`config.mk`:
```
export PLATFORM = sky130hd
export DESIGN_NAME = pwei_top
export DESIGN_NICKNAME = d
export VERILOG_FILES = /design/src/design/pwei_top.v
export VERILOG_INCLUDE_DIRS = /design/src /design/src/include
export SDC_FILE = /design/constraint.sdc
export NUM_CORES = 1
export LEC_CHECK = 0
export ABC_AREA = 1
export BUFFER_PORTS_ARGS = -buffer_cell sky130_fd_sc_hd__buf_2
export CAP_MARGIN = 25
export CORE_MARGIN = 3
export CORE_UTILIZATION = 53
export CTS_CLUSTER_SIZE = 24
export DETAILED_ROUTE_END_ITERATION = 10
export GPL_ROUTABILITY_DRIVEN = 0
export PLACE_DENSITY = 0.73
export SLEW_MARGIN = 15
export SYNTH_ARGS = -nofsm -noshare
export SYNTH_HDL_FRONTEND = slang
export SYNTH_SLANG_ARGS = --single-unit
```
`constraint.sdc`:
```
create_clock -name i_core_clk -period 9.2 [get_ports i_core_clk]
set_clock_uncertainty 0.2 [all_clocks]
set_input_delay 1.84 -clock i_core_clk [delete_from_list [all_inputs] [get_ports i_core_clk]]
set_output_delay 1.84 -clock i_core_clk [all_outputs]
set_load 0.01 [all_outputs]
```
`src/include/pwei_defs.vh`:
```
// Purpose: Constants for the pin wake and external interrupt block
// Assumes: Plain register port with byte addresses as printed
// Notes:   Offsets are byte addresses on the system map
`ifndef PWEI_DEFS_VH
`define PWEI_DEFS_VH
`define PWEI_ADDR_W          32
`define PWEI_OFF_FLAGS       32'h4000A814
`define PWEI_OFF_CFG_A       32'h4000A860
`define PWEI_OFF_CFG_B       32'h4000A864
`define PWEI_OFF_CFG_C       32'h4000A868
`define PWEI_OFF_CFG_D       32'h4000A86C
`define PWEI_OFF_WAKE_A      32'h4000BC08
`define PWEI_OFF_WAKE_B      32'h4000BC0C
`define PWEI_OFF_WAKE_C      32'h4000BC10
`define PWEI_OFF_SEL_C       32'h4000BC14
`define PWEI_OFF_SEL_D       32'h4000BC18
`define PWEI_OFF_WFILT       32'h4000BC1C
`define PWEI_OFF_IMASK       32'h4000BC20
`define PWEI_OFF_WSTAT       32'h4000BC24
`define PWEI_SEL_C_RST       5'h0F
`define PWEI_SEL_D_RST       5'h10
`define PWEI_CFG_FILT_BIT    8
`define PWEI_CFG_MODE_HI     7
`define PWEI_CFG_MODE_LO     5
`define PWEI_MODE_OFF        3'h0
`define PWEI_MODE_RISE       3'h1
`define PWEI_MODE_FALL       3'h2
`define PWEI_MODE_BOTH       3'h3
`define PWEI_MODE_HIGH       3'h4
`define PWEI_MODE_LOW        3'h5
`define PWEI_WF_PINS_BIT     0
`define PWEI_WF_SERIAL_BIT   1
`define PWEI_WF_EXTD_BIT     3
`define PWEI_FLAG_A_BIT      0
`define PWEI_FLAG_C_BIT      2
`define PWEI_FLAG_D_BIT      3
`define PWEI_FLAG_MASK       4'hD
`define PWEI_SERIAL_RX_BIT   2
`define PWEI_FILT_CNT_W      3
`define PWEI_FILT_CNT_MAX    3'h7
`endif

```
`src/design/pwei_top.v`:
```
// Purpose: Wake monitoring and external interrupt detection for ports A, B and C
// Assumes: Pins asynchronous to i_core_clk; channel A and B inputs given as pins
// Notes:   Flag set wins over a clear written in the same cycle
// How it works
// - Each port has an eight-bit wake enable, one bit per pin, a one enabling monitoring.
// - Wake filter bit 0 filters all pin wake sources enabled by the port registers.
// - Wake filter bit 1 filters the serial receive wake source on port B bit 2.
// - Wake filter bit 3 filters the wake source of selectable interrupt D.
// - Two five-bit selects route a pin to interrupt C or D, codes above 0x17 reserved.
// - After reset the C select holds 0xF and the D select holds 0x10.
// - Channel config bit 8 enables digital filtering of that channel before detection.
// - Config bits 7 to 5 pick off, rising, falling, both, high level or low level.
// - Flags sit at bits 0, 2 and 3 for A, C and D, cleared by writing ones.
// - Config, wake filter, wake enable and flag registers all reset to zero.
`include "pwei_defs.vh"
module pwei_top (
   input  wire        i_core_clk,
   input  wire        i_rst,
   input  wire [7:0]  i_port_a_pin,
   input  wire [7:0]  i_port_b_pin,
   input  wire [7:0]  i_port_c_pin,
   input  wire        i_ext_int_a_pin,
   input  wire        i_ext_int_b_pin,
   input  wire [31:0] i_addr,
   input  wire [31:0] i_wdata,
   input  wire        i_wr,
   input  wire        i_rd,
   output reg  [31:0] o_rdata,
   output reg         o_irq,
   output reg         o_wake,
   output reg  [3:0]  o_ext_int_pulse
);
   // Pin vector: 0..7 port A, 8..15 B, 16..23 C, 24 chan A, 25 chan B
   wire [25:0] raw_pins = {i_ext_int_b_pin, i_ext_int_a_pin,
                           i_port_c_pin, i_port_b_pin, i_port_a_pin};
   reg  [25:0] sync_1;
   reg  [25:0] sync_2;
   reg  [25:0] filt_pin;
   wire [25:0] filt_next;

   reg  [7:0]  wake_en_a;
   reg  [7:0]  wake_en_b;
   reg  [7:0]  wake_en_c;
   reg  [3:0]  wake_filt;
   reg  [4:0]  sel_c;
   reg  [4:0]  sel_d;
   reg  [8:0]  cfg [0:3];
   reg  [3:0]  flags;
   reg  [3:0]  irq_mask;
   reg  [2:0]  wake_stat;

   always @(posedge i_core_clk or posedge i_rst) begin
      if (i_rst) begin
         sync_1 <= 26'h0000000;
         sync_2 <= 26'h0000000;
      end else begin
         sync_1 <= raw_pins;
         sync_2 <= sync_1;
      end
   end

   // Glitch filter per pin; adds latency of the count, so short pulses vanish
   genvar g;
   generate
      for (g = 0; g < 26; g = g + 1) begin : g_filt
         reg [`PWEI_FILT_CNT_W-1:0] cnt;
         always @(posedge i_core_clk or posedge i_rst) begin
            if (i_rst) begin
               cnt         <= {`PWEI_FILT_CNT_W{1'b0}};
               filt_pin[g] <= 1'b0;
            end else if (sync_2[g] == filt_pin[g]) begin
               cnt <= {`PWEI_FILT_CNT_W{1'b0}};
            end else if (cnt == `PWEI_FILT_CNT_MAX) begin
               cnt         <= {`PWEI_FILT_CNT_W{1'b0}};
               filt_pin[g] <= sync_2[g];
            end else begin
               cnt <= cnt + 1'b1;
            end
         end
      end
   endgenerate
   assign filt_next = filt_pin;

   // Pin select decode for C and D; reserved or unlisted codes give zero
   function pick;
      input [4:0]  code;
      input [25:0] pins;
      begin
         case (code)
            5'h04, 5'h05, 5'h07: pick = pins[code[2:0]];
            5'h08, 5'h09, 5'h0A, 5'h0B, 5'h0C: pick = pins[{2'b01, code[2:0]}];
            default: pick = (code[4:3] == 2'b10) ? pins[{2'b10, code[2:0]}] : 1'b0;
         endcase
      end
   endfunction

   wire [3:0] raw_src = {pick(sel_d, sync_2), pick(sel_c, sync_2),
                         sync_2[25], sync_2[24]};
   wire [3:0] flt_src = {pick(sel_d, filt_next), pick(sel_c, filt_next),
                         filt_next[25], filt_next[24]};

   reg  [3:0] chan_in;
   reg  [3:0] chan_prev;
   reg  [3:0] trig;
   integer k;
   always @* begin
      for (k = 0; k < 4; k = k + 1) begin
         chan_in[k] = cfg[k][`PWEI_CFG_FILT_BIT] ? flt_src[k] : raw_src[k];
         case (cfg[k][`PWEI_CFG_MODE_HI:`PWEI_CFG_MODE_LO])
            `PWEI_MODE_RISE: trig[k] = chan_in[k] & ~chan_prev[k];
            `PWEI_MODE_FALL: trig[k] = ~chan_in[k] & chan_prev[k];
            `PWEI_MODE_BOTH: trig[k] = chan_in[k] ^ chan_prev[k];
            `PWEI_MODE_HIGH: trig[k] = chan_in[k];
            `PWEI_MODE_LOW:  trig[k] = ~chan_in[k];
            default:         trig[k] = 1'b0;
         endcase
      end
   end

   // Wake sources: port pins, serial receive pin, interrupt D pin
   wire [23:0] wake_en = {wake_en_c, wake_en_b, wake_en_a};
   wire [23:0] pin_lvl = wake_filt[`PWEI_WF_PINS_BIT] ? filt_next[23:0]
                                                      : sync_2[23:0];
   reg  [23:0] pin_prev;
   wire        pin_wake = |(wake_en & (pin_lvl ^ pin_prev));
   wire        rx_lvl = wake_filt[`PWEI_WF_SERIAL_BIT] ?
                        filt_next[8 + `PWEI_SERIAL_RX_BIT] :
                        sync_2[8 + `PWEI_SERIAL_RX_BIT];
   reg         rx_prev;
   wire        rx_wake = rx_lvl ^ rx_prev;
   wire        d_lvl = wake_filt[`PWEI_WF_EXTD_BIT] ? flt_src[3]
                                                    : raw_src[3];
   reg         d_prev;
   wire        d_wake = d_lvl ^ d_prev;

   wire sel_hit_flags = i_addr == `PWEI_OFF_FLAGS;
   wire sel_hit_wstat = i_addr == `PWEI_OFF_WSTAT;

   always @(posedge i_core_clk or posedge i_rst) begin
      if (i_rst) begin
         wake_en_a <= 8'h00;
         wake_en_b <= 8'h00;
         wake_en_c <= 8'h00;
         wake_filt <= 4'h0;
         sel_c     <= `PWEI_SEL_C_RST;
         sel_d     <= `PWEI_SEL_D_RST;
         cfg[0]    <= 9'h000;
         cfg[1]    <= 9'h000;
         cfg[2]    <= 9'h000;
         cfg[3]    <= 9'h000;
         irq_mask  <= 4'h0;
      end else if (i_wr) begin
         case (i_addr)
            `PWEI_OFF_WAKE_A: wake_en_a <= i_wdata[7:0];
            `PWEI_OFF_WAKE_B: wake_en_b <= i_wdata[7:0];
            `PWEI_OFF_WAKE_C: wake_en_c <= i_wdata[7:0];
            `PWEI_OFF_WFILT:  wake_filt <= i_wdata[3:0] & 4'hB;
            `PWEI_OFF_SEL_C:  sel_c <= i_wdata[4:0];
            `PWEI_OFF_SEL_D:  sel_d <= i_wdata[4:0];
            `PWEI_OFF_CFG_A:  cfg[0] <= {i_wdata[8:5], 5'h00};
            `PWEI_OFF_CFG_B:  cfg[1] <= {i_wdata[8:5], 5'h00};
            `PWEI_OFF_CFG_C:  cfg[2] <= {i_wdata[8:5], 5'h00};
            `PWEI_OFF_CFG_D:  cfg[3] <= {i_wdata[8:5], 5'h00};
            `PWEI_OFF_IMASK:  irq_mask <= i_wdata[3:0] & `PWEI_FLAG_MASK;
            default: ;
         endcase
      end
   end

   // Set wins over a write-one clear in the same cycle
   wire [3:0] flag_clr = (i_wr && sel_hit_flags) ? i_wdata[3:0] : 4'h0;
   wire [2:0] wclr     = (i_wr && sel_hit_wstat) ? i_wdata[2:0] : 3'h0;
   wire [2:0] wset     = {d_wake, rx_wake, pin_wake};

   always @(posedge i_core_clk or posedge i_rst) begin
      if (i_rst) begin
         flags           <= 4'h0;
         wake_stat       <= 3'h0;
         chan_prev       <= 4'h0;
         pin_prev        <= 24'h000000;
         rx_prev         <= 1'b0;
         d_prev          <= 1'b0;
         o_rdata         <= 32'h00000000;
         o_irq           <= 1'b0;
         o_wake          <= 1'b0;
         o_ext_int_pulse <= 4'h0;
      end else begin
         chan_prev <= chan_in;
         pin_prev  <= pin_lvl;
         rx_prev   <= rx_lvl;
         d_prev    <= d_lvl;
         // Held level re-sets the flag in the same cycle as a clear, so it never reads clear
         flags <= ((flags & ~flag_clr) | trig) & `PWEI_FLAG_MASK;
         wake_stat <= (wake_stat & ~wclr) | wset;
         o_ext_int_pulse <= trig;
         o_irq  <= |(flags & irq_mask);
         o_wake <= |wake_stat;
         o_rdata <= 32'h00000000;
         if (i_rd) begin
            case (i_addr)
               `PWEI_OFF_FLAGS:  o_rdata <= {28'h0000000, flags};
               `PWEI_OFF_CFG_A:  o_rdata <= {23'h000000, cfg[0]};
               `PWEI_OFF_CFG_B:  o_rdata <= {23'h000000, cfg[1]};
               `PWEI_OFF_CFG_C:  o_rdata <= {23'h000000, cfg[2]};
               `PWEI_OFF_CFG_D:  o_rdata <= {23'h000000, cfg[3]};
               `PWEI_OFF_WAKE_A: o_rdata <= {24'h000000, wake_en_a};
               `PWEI_OFF_WAKE_B: o_rdata <= {24'h000000, wake_en_b};
               `PWEI_OFF_WAKE_C: o_rdata <= {24'h000000, wake_en_c};
               `PWEI_OFF_SEL_C:  o_rdata <= {27'h0000000, sel_c};
               `PWEI_OFF_SEL_D:  o_rdata <= {27'h0000000, sel_d};
               `PWEI_OFF_WFILT:  o_rdata <= {28'h0000000, wake_filt};
               `PWEI_OFF_IMASK:  o_rdata <= {28'h0000000, irq_mask};
               `PWEI_OFF_WSTAT:  o_rdata <= {29'h0000000, wake_stat};
               default:          o_rdata <= 32'h00000000;
            endcase
         end
      end
   end
endmodule

```
## Yosys cells after proc, flatten, opt, wreduce, memory -nomap -nowiden

Cells that the tools add are included.

- Bits in registers: 286
- Logic and storage cells: 412
- Input port bits: 94

- Order comparisons: 6
- Multiplexer cells: 99
- Bitwise operators: 57
- Reductions and logical operators: 46
- Eq/ne operators: 103
- $add $sub $neg: 26

Operators with widths:

| operator | count |
|---|---|
| == test 32 x 31 -> 1 bit, second input constant | 13 |
| 2-to-1 mux 3 bit | 53 |
| case mux 9 bit (13 select lines) | 1 |
| == test 3 bit, second input constant | 34 |
| adder 3 x 1 -> 3 bit, second input constant | 26 |
| AND reduction 2 bit | 37 |
| == test 5 x 4 -> 1 bit, second input constant | 10 |
| binary-select mux 1 bit (select 3 bit) | 12 |
| inverter 1 bit | 34 |
| 2-to-1 mux 32 bit | 1 |
| == test 5 x 3 -> 1 bit, second input constant | 6 |
| == test 1 bit | 26 |
| AND 24 bit | 1 |
| == test 3 x 2 -> 1 bit, second input constant | 8 |
| 2-to-1 mux 24 bit | 1 |
| OR reduction 24 bit | 1 |
| XOR 24 bit | 1 |
| 2-to-1 mux 1 bit | 22 |
| case mux 1 bit (5 select lines) | 4 |
| == test 3 x 1 -> 1 bit, second input constant | 4 |
| < comparator 3 x 6 -> 1 bit, second input constant | 2 |
| < comparator 4 x 6 -> 1 bit, second input constant | 2 |
| < comparator 5 x 6 -> 1 bit, second input constant | 2 |
| OR reduction 5 bit | 2 |
| other kinds (14) | 34 |

## Longest topological paths before layout

Gate-level depths: netlist (run 1).

- Word-level depth: 9
- Depth in mapped cells: 17
- Depth with buffers taken out: 16

## Worst setup path after synthesis (run 1)

OpenSTA, ideal clock, no wires.

- Path type: input -> register
- From: input port i_addr[27]
- To: register wake_en_a[0]
- Setup slack: 5.923 ns
- Arrival time: 2.955 ns
- Setup time: 0.122 ns
- Path buffers: 1
- Data required time: 8.878 ns
- Cell stages on the path: 9
- Cells stage by stage: nor2_1 > nand2_2 > nor2_8 > nand4_4 > nor2_4 > nand2_4 > buf_6 > nand2_1 > o21ai_2

- Word-level cells in the longest chain between the ends: 2

Ends and longest elaborated chain:

| element | line | text |
|---|---|---|
| start: declaration | pwei_top.v:24 | `input wire [31:0] i_addr,` |
| == test 32 x 31 -> 1 bit | pwei_top.v:153 | `case (i_addr)` |
| AND reduction 2 bit (no line) | n/a |  |
| end signal: assignment | pwei_top.v:154 | `` `PWEI_OFF_WAKE_A: wake_en_a <= i_wdata[7:0]; `` |
| end: declaration | pwei_top.v:41 | `reg [7:0] wake_en_a;` |

Every way passes these cells.
A chain may end at the register's enable or synchronous reset.

## Final worst setup path (run 1)

- From: input port i_addr[29]
- To: register flags[2]

- Word-level cells in the longest chain between the ends: 6

Ends and longest elaborated chain:

| element | line | text |
|---|---|---|
| == test 32 x 31 -> 1 bit | n/a |  |
| logical AND 1 bit | pwei_top.v:171 | `wire [3:0] flag_clr = (i_wr && sel_hit_flags) ? i_wdata[3:0] : 4'h0;` |
| 2-to-1 mux 4 bit | pwei_top.v:171 |  |
| inverter 4 bit | pwei_top.v:193 | `` flags <= ((flags & ~flag_clr) \| trig) & `PWEI_FLAG_MASK; `` |
| AND 4 bit | pwei_top.v:193 |  |
| OR 4 bit | pwei_top.v:193 |  |
| end signal: assignment | pwei_top.v:193 |  |
| end: declaration | pwei_top.v:48 | `reg [3:0] flags;` |

Every way passes these cells.

==> summary.txt, run 1 <==
Job
  – Total of max-cap violations: 0

Detailed routing
  – Total wirelength of the detailed-routed design: between 20,000 and 30,000 µm
  – Router iterations before antenna repair: 5
  – Routed wire length per instance: approximately 15 µm
  – Final ANT Viol Nets: 0
  – Number of vias per cell: approximately 5.2
  – Violation count after the first detailed-route iteration: between 600 and 700
  – DR vias: just over 9,000
  – Residual DRC count: 0

Place
  – DPL Wire Length: 18,960 µm
  – PortBufs: 85
  – Cells after DPL: around 1,700
  – Pre-CTS setup slack: 5421 ps

Yosys
  – Synthesized area: ~12,000 µm²
  – Cell type with the largest total area after synthesis: sky130_fd_sc_hd__dfrtp_1
  – Count of different cell masters after synthesis: 49
  – Sequential area share after synthesis: 0.5351
  – Top-area cell type share of the netlist area: 0.5244
  – Warning count from the yosys run: 0
  – Largest cells by area after synthesis: sky130_fd_sc_hd__dfrtp_1 52%, sky130_fd_sc_hd__nand2_1 9.1%, sky130_fd_sc_hd__ha_1 6.1%, sky130_fd_sc_hd__nor2_1 4.2%, sky130_fd_sc_hd__o21ai_0 4.2%
  – Mean post-synth cell area: roughly 9 µm²
  – Total of flip-flops plus latches after synthesis: 263
  – Cell count after synthesis: 1,337

Power
  – Sw power: 0.8266 mW
  – Net switching fraction of the power: 0.2692
  – Leak: 6.880 nW
  – Worst-case vdd ir drop: between 0.15 and 0.2 mV
  – Power share of the clock group: 0.371
  – Portion of total power attributed to combinational logic: 0.151
  – Internal power summed over all cells: ~2.2 mW
  – Seq pwr share: 0.479
  – Power per Cell Area: about 220 nW/µm²

Floorplanning
  – Die span in x: between 150 and 200 µm
  – Cell Rows: 55
  – Initial core utilization: 0.5421
  – Die height: between 150 and 200 µm
  – Area of the placeable core: about 23,000 µm²
  – Die ar.: between 20,000 and 30,000 µm²
  – I/O pins: about 130

GRT
  – Wire length of the first global-routing pass: roughly 43,000 µm
  – Total Routing Usage GR: 0.2114
  – Pin count of the biggest net entering global routing: around 80
  – Antenna violations before repair: 0
  – Total global routing overflow: 0
  – Number of global-route vias before repair: around 8,700

Timing
  – Minimum clock period: roughly 3200 ps
  – Final Slew Violations: 0
  – Sum of negative setup slack: 0 ps
  – Min setup slack post-route: 5964 ps
  – Count of final setup violators: 0
  – Slew headroom: 0.4018
  – Hold violation total from the final report: 0
  – Final worst path period share: 0.3517
  – Fmax achieved: just over 300 MHz
  – RSZ-0062 raised after global routing: no
  – Worst-Margin Slew: between 800 and 900 ps

Worst setup path
  – Category of the critical setup timing path: primary input to flip-flop
  – Data arrival time of the worst path: roughly 3400 ps
  – Worst setup EP type: flip-flop
  – Required time worst endpoint: 9410 ps
  – Worst setup SP type: primary input
  – Worst-case register-to-register setup slack: 6120 ps
  – Endpoint of the worst-slack reg-to-reg timing path: o_ext_int_pulse[3]
  – Worst r2r src: sel_d[0]
  – Worst-path fanout max: 5
  – R2R cell count: 14

Clock network
  – Clock root buffer: sky130_fd_sc_hd__clkbuf_16
  – Clock latency on the worst-skew pair: ~530 ps
  – TritonCTS clock tree: built
  – Cts bufs inserted: 28
  – Deepest clock path buffer count: 3
  – Clock sink total: between 200 and 300
  – Number of post-CTS setup repair buffers: 0
  – Count of hold buffers inserted by post-cts repair: 0
  – Clock slew at reported path FFs: around 60 ps
  – Number of H-tree levels: 1
  – Count of cells resized by post-cts repair: 0

Cells and area
  – Total of fill cells in the finished design: 1,908
  – Inserted Diodes: 0
  – Filler-free cell count of the finished design: roughly 1,700
  – Total number of nets in the final design: roughly 1,600
  – Layout cell share with drive strength beyond 1: 0.1561
  – Final core occ: 0.6139
  – Growth of design area from synthesis to finish: 13.24%

Min path
  – Count of cells along the worst hold path: 0
  – Launch instance of the worst min-delay path: sync_1[6]
  – Worst Hold Endpoint: sync_2[6]
  – Path type of the worst min-delay path: flip-flop to flip-flop

Outcome
  – Outcome: finished clean
-- cell families after synthesis --
family	Yosys count	synth area share
AO/OA/AOI/OAI	156	0.06881
XOR/XNOR	33	0.02348
adder cells (fa/ha/maj)	60	0.06098
buffers and inverters	183	0.06566
flip-flops	263	0.5351
other	1	0.0003046
AND/OR/NAND/NOR	641	0.2457
-- per-layer routing --
| metal | vias to the layer above | share of wire | GRT usage |
|---|---|---|---|
| met5 | - | 0 | 0 |
| li1 | 4479 | - | - |
| met4 | 0 | 0.031 | 0.07169 |
| met2 | 297 | 0.47 | 0.3494 |
| met3 | 65 | 0.067 | 0.03262 |
| met1 | 4264 | 0.43 | 0.2882 |
-- worst max-delay path by stage --
stage	slack, ps	endpoint	depth (start not counted)	startpoint
after detailed placement	5420	flags[2]	9	i_addr[29]
after CTS	5980	flags[2]	9	i_addr[29]
final	5960	flags[2]	9	i_addr[29]
after global placement	5470	flags[2]	9	i_addr[27]
after floorplan	3690	cfg[14]	1	i_rst
after global routing	5830	flags[2]	9	i_addr[27]
-- final cells by class --
type,count,area [µm²],share of cell area
Clock buffer,41,820.8,0.05888
Clock inverter,10,127.6,0.009155
Inverter,143,540.5,0.03877
Multi-Input combinational cell,913,4997,0.3585
Sequential cell,263,6588,0.4725
Tap cell,285,356.6,0.02558
Timing Repair Buffer,91,510.5,0.03662
-- Yosys cell counts (all sizes together) --
cell type / number
a211oi: 1
a21boi: 6
a21o: 1
a21oi: 19
a22oi: 1
buf: 33
clkbuf: 7
conb: 1
dfrtp: 258
dfstp: 5
ha: 60
inv: 143
nand2: 314
nand3: 69
nand3b: 1
nand4: 25
nor2: 169
nor2b: 2
nor3: 36
nor3b: 10
nor4: 1
o2111ai: 1
o211ai: 2
o21ai: 122
o21bai: 1
o221ai: 1
o31ai: 1
or2: 13
or3: 1
xnor2: 27
xor2: 6
-- registers in the layout (all words and copies together) (netlist names), 8 cells and up --
name,cells
cfg,16
filt_next,26
g_filt.cnt,78
o_rdata,9
pin_prev,24
sync_1,26
sync_2,26
wake_en_a,8
wake_en_b,8
wake_en_c,8
-- cells in the final DEF, fill, tap and decap left out, drive strengths merged, types with 3 or more instances in the layout --
cell | netlist | routed
nand4 | 25 | 25
xor2 | 6 | 6
clkinv | 0 | 6
nand2 | 314 | 314
o21ai | 122 | 122
or2 | 13 | 13
dfrtp | 258 | 258
clkbuf | 7 | 41
nor3 | 36 | 36
bufinv | 0 | 3
buf | 33 | 91
conb | 1 | 23
a21boi | 6 | 6
dfstp | 5 | 5
a21oi | 19 | 19
nand3 | 69 | 69
nor2 | 169 | 169
xnor2 | 27 | 27
inv | 143 | 142
nor3b | 10 | 10
ha | 60 | 60
-- power groups by stage --
stage / clock network, mW / logic [mW] / registers [mW]
2_1_floorplan: 0 / 0.364 / 1.46
6_report: 1.14 / 0.463 / 1.47
5_1_grt: 1.21 / 0.556 / 1.49
4_1_cts: 1.16 / 0.470 / 1.47
3_5_place_dp: 0 / 0.462 / 1.49
3_3_place_gp: 0 / 0.433 / 1.48
-- per-stage QoR --
step | hold slack (ps) | instance area [µm²] | total power, mW
2_1_floorplan | 131.2 | 12400 | 1.819
3_3_place_gp | 132.3 | 12940 | 1.909
3_5_place_dp | 134.7 | 12940 | 1.949
4_1_cts | 147.5 | 13890 | 3.102
5_1_grt | 149.6 | 13940 | 3.258
6_report | 145.9 | 13940 | 3.070
-- critical path, cell delays in order --
cell and delay, ps:
sky130_fd_sc_hd__buf_2 100, sky130_fd_sc_hd__nor2_2 110, sky130_fd_sc_hd__nand3_2 120, sky130_fd_sc_hd__nor2_8 200, sky130_fd_sc_hd__nand2_4 100, sky130_fd_sc_hd__nor4_1 640
sky130_fd_sc_hd__nand2_1 120, sky130_fd_sc_hd__nand2_1 110, sky130_fd_sc_hd__nand4_1 100
Power figures use the tool's default switching activity.
==> run 2, diff against run 1 <==
ABC_AREA = 0   (was 1)
CORE_UTILIZATION = 55   (was 53)
clock period = 3.16 ns   (was 9.2 ns; I/O delays follow)
==> summary.txt, run 2 <==
Worst setup path
  – Worst-path fanout max: 5
  – Worst-case register-to-register setup slack: between 100 and 150 ps
  – Critical path, cell by cell: mux4_2 > mux2i_1 > nor2_1 > or4_4 > and2_1 > ha_1 > a2111oi_2 > a31oi_1 > nand4b_1
  – Worst setup SP type: flip-flop
  – Endpoint of the worst-slack reg-to-reg timing path: flags[3]
  – R2R cell count: 9
  – Data arrival time of the worst path: approximately 3300 ps
  – Required time worst endpoint: approximately 3400 ps
  – Buffer and inverter count on the worst path: 0
  – Worst r2r src: sel_d[0]
  – Critical-path cell with the highest stage delay: sky130_fd_sc_hd__mux4_2
  – Worst setup EP type: flip-flop
  – Delay of the slowest cell on the worst path: around 550 ps
  – Category of the critical setup timing path: flip-flop to flip-flop
  – Crit path max-delay family: simple AND/OR/NAND/NOR gates

Yosys
  – Top cell types by occurrence after synthesis: 258 x sky130_fd_sc_hd__dfrtp_1, 112 x sky130_fd_sc_hd__mux2_2, 60 x sky130_fd_sc_hd__ha_1, 41 x sky130_fd_sc_hd__xor2_1, 37 x sky130_fd_sc_hd__and2_1
  – Number of flops mapped to enable cells by yosys: 0
  – Top flip-flop cell by instance count after synthesis: sky130_fd_sc_hd__dfrtp_1
  – Warning count from the yosys run: 0
  – Synthesized area: 11,780 µm²
  – Count of different cell masters after synthesis: between 60 and 70
  – Sequential area share after synthesis: 0.5593
  – Cell type with the largest total area after synthesis: sky130_fd_sc_hd__dfrtp_1
  – Total of flip-flops plus latches after synthesis: 263
  – Top-area cell type share of the netlist area: 0.5481
  – Largest cells by area after synthesis: sky130_fd_sc_hd__dfrtp_1 55%, sky130_fd_sc_hd__mux2_2 11%, sky130_fd_sc_hd__ha_1 6.4%, sky130_fd_sc_hd__xor2_1 3.0%, sky130_fd_sc_hd__mux4_2 2.5%
  – Top-count cell post-synth: sky130_fd_sc_hd__dfrtp_1
  – Mean post-synth cell area: 13.35 µm²
  – Cell count after synthesis: 882
  – Async set-reset flop share out of synthesis: 1.000

Floorplanning
  – Die span in x: 152.3 µm
  – Die height: approximately 150 µm
  – Cell Rows: 52
  – I/O pins: 132
  – Area of the placeable core: between 20,000 and 25,000 µm²
  – Die ar.: 23,210 µm²
  – Initial core utilization: 0.5711

GRT
  – Number of global-route vias before repair: 7,670
  – Total global routing overflow: 0
  – Antenna violations before repair: 0
  – Pin count of the biggest net entering global routing: 55
  – Wire length of the first global-routing pass: approximately 40,000 µm
  – Total Routing Usage GR: 0.2170

Cells and area
  – Inserted Diodes: 0
  – Most frequent cells in the layout: 257 x sky130_fd_sc_hd__dfrtp_1, 112 x sky130_fd_sc_hd__mux2_2, 85 x sky130_fd_sc_hd__buf_2
  – Final Cell Area: between 10,000 and 15,000 µm²
  – Total number of nets in the final design: around 1,200
  – Flip-flop count of the largest register, all copies and words added: between 70 and 80
  – Total of fill cells in the finished design: between 1,500 and 2,000
  – Growth of design area from synthesis to finish: 18.43%
  – Most flops, register: g_filt.cnt
  – Most common cell after layout, fill and taps aside: sky130_fd_sc_hd__dfrtp_1
  – Layout cell share with drive strength beyond 1: 0.2971

Timing
  – Min setup slack post-route: between 100 and 150 ps
  – Fmax achieved: around 330 MHz
  – Minimum clock period: slightly above 3000 ps
  – Worst-Margin Slew: approximately 680 ps
  – Count of final setup violators: 0
  – Final worst path period share: 0.9596
  – Slew headroom: 0.5461
  – Hold violation total from the final report: 0
  – Final Slew Violations: 0

Clock network
  – Clock root buffer: sky130_fd_sc_hd__clkbuf_16
  – Deepest clock path buffer count: 3
  – Clock sink total: 263
  – TritonCTS clock tree: built
  – Clock slew at reported path FFs: about 60 ps
  – Cts bufs inserted: 28
  – Number of H-tree levels: 1
  – Clock latency on the worst-skew pair: around 530 ps

Detailed routing
  – Number of vias per cell: around 5.6
  – Router iterations before antenna repair: 5
  – Routed wire length per instance: between 15 and 20 µm
  – Final ANT Viol Nets: 0
  – Residual DRC count: 0
  – DR vias: around 7,500
  – Violation count after the first detailed-route iteration: a little over 700
  – Total wirelength of the detailed-routed design: ~25,000 µm

Place
  – DPL Wire Length: about 18,000 µm
  – Pre-CTS setup slack: -57.73 ps
  – Area after DPL: 12,710 µm²
  – PortBufs: 85

Power
  – Leak: 6.742 nW
  – Worst-case vdd ir drop: a little under 0.6 mV
  – Power per Cell Area: between 600 and 700 nW/µm²

Job
  – Total of max-cap violations: 0

Min path
  – Path type of the worst min-delay path: primary input to asynchronous set/reset pin

Outcome
  – Outcome: finished clean
run 2: changes by cell type in the layout (fill, tap and decap cells not counted), sizes merged, moves of 38 or more:
cell	previous run	this run
and2	0	38
inv	142	22
mux2	0	112
nand2	314	22
nand3	69	12
nor2	169	21
o21ai	122	12
run 2: how the worst max path moves through the flow:
stage	from	end	slack (ps)	cells after the start
final	sel_d[0]	flags[3]	130	9
after global routing	sel_d[0]	flags[3]	-8	11
after CTS	sel_d[0]	flags[3]	20	9
after detailed placement	sel_d[0]	flags[3]	-60	9
after global placement	sel_d[0]	flags[3]	-5	9
after floorplan	i_rst	cfg[14]	-1140	1
run 2: area by class of cell:
class,count,area (µm²),area share
clock buffers,37,795.8,0.05705
clock inverters,13,148.9,0.01067
inverters,22,86.33,0.006189
multi-input cells,576,4961,0.3556
flip-flops and latches,263,6593,0.4726
well taps,270,337.8,0.02422
repair buffers,146,1027,0.07364
run 2: repair_timing:
action,in CTS,in global routing
endpoints found under the setup margin,2,4
hold buffers,26,0
pin swaps,0,6
setup buffers,0,1
endpoints found under the hold margin,26,0
resized for setup,1,10
run 2: logic make-up (layout without fill, tap and decap cells):
kind of cell / count (synthesis) / in the layout / synth area share
flip-flops: 263 / 263 / 0.5593
AND/OR/NAND/NOR: 218 / 218 / 0.1141
multiplexers: 140 / 140 / 0.1447
AO/OA/AOI/OAI: 82 / 82 / 0.05003
buffers and inverters: 65 / 218 / 0.02847
adder cells (fa/ha/maj): 60 / 60 / 0.06373
XOR/XNOR: 53 / 53 / 0.03941
other: 1 / 23 / 0.0003184
run 2: report_power, final:
group	internal [mW]	switching [mW]	total (mW)
clock	2.01	1.30	3.31
sequential	3.94	0.388	4.32
combinational	0.710	0.576	1.29
total	6.66	2.26	8.92
run 2: stage by stage:
| stage | instances | hold slack [ps] | utilization | TNS (ps) | power, mW |
|---|---|---|---|---|---|
| after floorplan | 904 | 131.2 | - | -294570 | 5.238 |
| after global placement | 1250 | 132.1 | 0.6161 | -5.181 | 5.544 |
| after detailed placement | 1250 | 134.7 | 0.6161 | -89.77 | 5.640 |
| after CTS | 1326 | 7.087 | 0.6745 | 0 | 9.012 |
| after global routing | 1327 | 31.63 | 0.6764 | -8.301 | 9.424 |
| final | 1327 | 6.764 | 0.6764 | 0 | 8.917 |
run 2: per-layer routing:
layer	vias up	global-route usage	routed length (µm)
li1	3442	-	-
met1	3745	0.3132	11150
met2	230	0.3425	11770
met3	60	0.03721	1504
met4	0	0.06378	795
met5	-	0	0
==> run 3, diff against run 2 <==
CELL_PAD_IN_SITES_DETAIL_PLACEMENT = 1   (was not set)
CELL_PAD_IN_SITES_GLOBAL_PLACEMENT = 1   (was not set)
CORE_MARGIN = 2   (was 3)
CORE_UTILIZATION = 48   (was 55)
GPL_ROUTABILITY_DRIVEN = not set   (was 0)
PLACE_DENSITY = 0.77   (was 0.73)
==> summary.txt, run 3 (synthesis results as in run 2) <==
Outcome
  – Outcome: finished clean

Timing
  – Tightest hold margin: 146.8 ps
  – Final Slew Violations: 0
  – RSZ-0062 raised after global routing: yes
  – Minimum clock period: 3094 ps
  – Count of final setup violators: 0
  – Fmax achieved: about 320 MHz
  – Final worst path period share: 0.9790
  – Hold violation total from the final report: 0
  – Min setup slack post-route: 66.26 ps

Worst setup path
  – Critical path, cell by cell: mux4_2 > nand2_1 > nand2_1 > or4_4 > and2_4 > ha_1 > a2111oi_2 > a31oi_1 > nand4b_1
  – Worst setup EP type: flip-flop
  – Category of the critical setup timing path: flip-flop to flip-flop
  – Worst-case register-to-register setup slack: 70 ps
  – Data arrival time of the worst path: 3380 ps
  – Worst setup SP type: flip-flop
  – Delay of the slowest cell on the worst path: between 500 and 600 ps
  – Critical-path cell with the highest stage delay: sky130_fd_sc_hd__mux4_2
  – Worst-path fanout max: 6
  – Most used cell, CP: sky130_fd_sc_hd__nand2_1
  – Required time worst endpoint: ~3400 ps

Detailed routing
  – Number of vias per cell: approximately 5.5
  – Final ANT Viol Nets: 0
  – Residual DRC count: 0
  – Total wirelength of the detailed-routed design: approximately 29,000 µm
  – DR vias: roughly 7,600
  – Violation count after the first detailed-route iteration: 506
  – Routed wire length per instance: between 20 and 25 µm
  – Router iterations before antenna repair: 5

Power
  – Leak: a little under 7 nW
  – Power per Cell Area: 654.2 nW/µm²
  – Power Total: a little over 9 mW
  – Worst-case vdd ir drop: between 0.4 and 0.5 mV

Place
  – Pre-CTS setup slack: -17.97 ps
  – PortBufs: 85
  – Cells after DPL: roughly 1,300
  – Weighted congestion at the end of routability-driven global placement: around 0.85
  – DPL Wire Length: 20,340 µm

Clock network
  – Clock sink total: roughly 260
  – Clock slew at reported path FFs: about 60 ps
  – Clock latency on the worst-skew pair: roughly 560 ps
  – Number of H-tree levels: 1
  – Cts bufs inserted: 29
  – Clock root buffer: sky130_fd_sc_hd__clkbuf_16
  – Deepest clock path buffer count: 3
  – TritonCTS clock tree: built

Cells and area
  – Flip-flop count of the largest register, all copies and words added: 78
  – Most common cell after layout, fill and taps aside: sky130_fd_sc_hd__dfrtp_1
  – Total number of nets in the final design: approximately 1,200
  – Most flops, register: g_filt.cnt
  – Growth of design area from synthesis to finish: 19.90%
  – Final core occ: 0.5841
  – Filler-free cell count of the finished design: 1,391
  – Most frequent cells in the layout: 256 x sky130_fd_sc_hd__dfrtp_1, 111 x sky130_fd_sc_hd__mux2_2, 85 x sky130_fd_sc_hd__buf_2
  – Total of fill cells in the finished design: 2,386
  – Inserted Diodes: 0
  – Layout cell share with drive strength beyond 1: 0.3055

GRT
  – Total Routing Usage GR: 0.2315
  – Total global routing overflow: 0
  – Antenna violations before repair: 0
  – Number of global-route vias before repair: ~8,300
  – Pin count of the biggest net entering global routing: 90
  – Wire length of the first global-routing pass: 46,640 µm

Floorplanning
  – Die span in x: approximately 160 µm
  – Initial core utilization: 0.4872
  – I/O pins: between 100 and 150
  – Die height: between 150 and 200 µm
  – Die ar.: ~26,000 µm²
  – Cell Rows: between 50 and 60
  – Area of the placeable core: 24,180 µm²

Job
  – Total of max-cap violations: 0

Min path
  – Path type of the worst min-delay path: flip-flop to flip-flop
[run 3: cell count changes in the layout (fill, tap and decap cells not counted), sizes merged]
cell,before,now
dlygate4sd3,26,27
clkbuf,37,40
buf,120,125
inv,22,23
[run 3: worst max-delay path, delay by kind of cell, from the launching register on]
kind / cells / cell delay [ps]
AO/OA/AOI/OAI: 2 / 510
adder cells (fa/ha/maj): 1 / 300
flip-flops: 1 / 480
multiplexers: 1 / 560
AND/OR/NAND/NOR: 5 / 970
[run 3: per-stage QoR]
step                      cell area (µm²)  setup TNS [ps]
after floorplan                     11870         -294570
after global routing                14120          -169.9
after CTS                           14080               0
after detailed placement            12750          -17.97
final                               14120               0
after global placement              12750               0
[run 3: cell type report]
class                           count  area, µm²  area share
Sequential cell                   263       6594      0.4669
Multi-Input combinational cell    576       4967      0.3517
Timing Repair Buffer              152       1046     0.07407
Clock buffer                       40      847.1     0.05998
Tap cell                          324      405.4     0.02871
Clock inverter                     14      176.4     0.01249
Inverter                           22      86.33    0.006113
[run 3: path summary, 6_finish.rpt]
check / from / to / cells after the start
min: sync_1[3] / sync_2[3] / 0
min in group asynchronous: i_rst / sync_1[20] / 3
max in group asynchronous: i_rst / g_filt[1].cnt[1] / 4
max reg2reg: sel_d[0] / flags[3] / 9
max: sel_d[0] / flags[3] / 9
min reg2reg: sync_1[3] / sync_2[3] / 0
[run 3: layer usage]
metal  vias to the layer above  wire length (µm)  GRT usage  part of all wire
met2                       162             14710     0.3966              0.50
met1                      3954             12610     0.3097              0.43
li1                       3449                 -          -                 -
met3                        54              1187    0.03667             0.041
met5                         -                 0          0                 0
met4                         0               779    0.06061             0.027
[run 3: report_power, final]
| part | switching (mW) | leakage (nW) | internal, mW |
|---|---|---|---|
| Combinational | 0.636 | 2.94 | 0.736 |
| Sequential | 0.403 | 3.36 | 3.94 |
| Clock | 1.40 | 0.503 | 2.13 |
[run 3: what timing repair did]
item / 4_1_cts / 5_1_grt
hold buffers: 27 / 0
pin swaps: 0 / 6
setup buffers: 3 / 1
resized for setup: 2 / 10
setup endpoints to repair: 2 / 4
endpoints found under the hold margin: 33 / 0
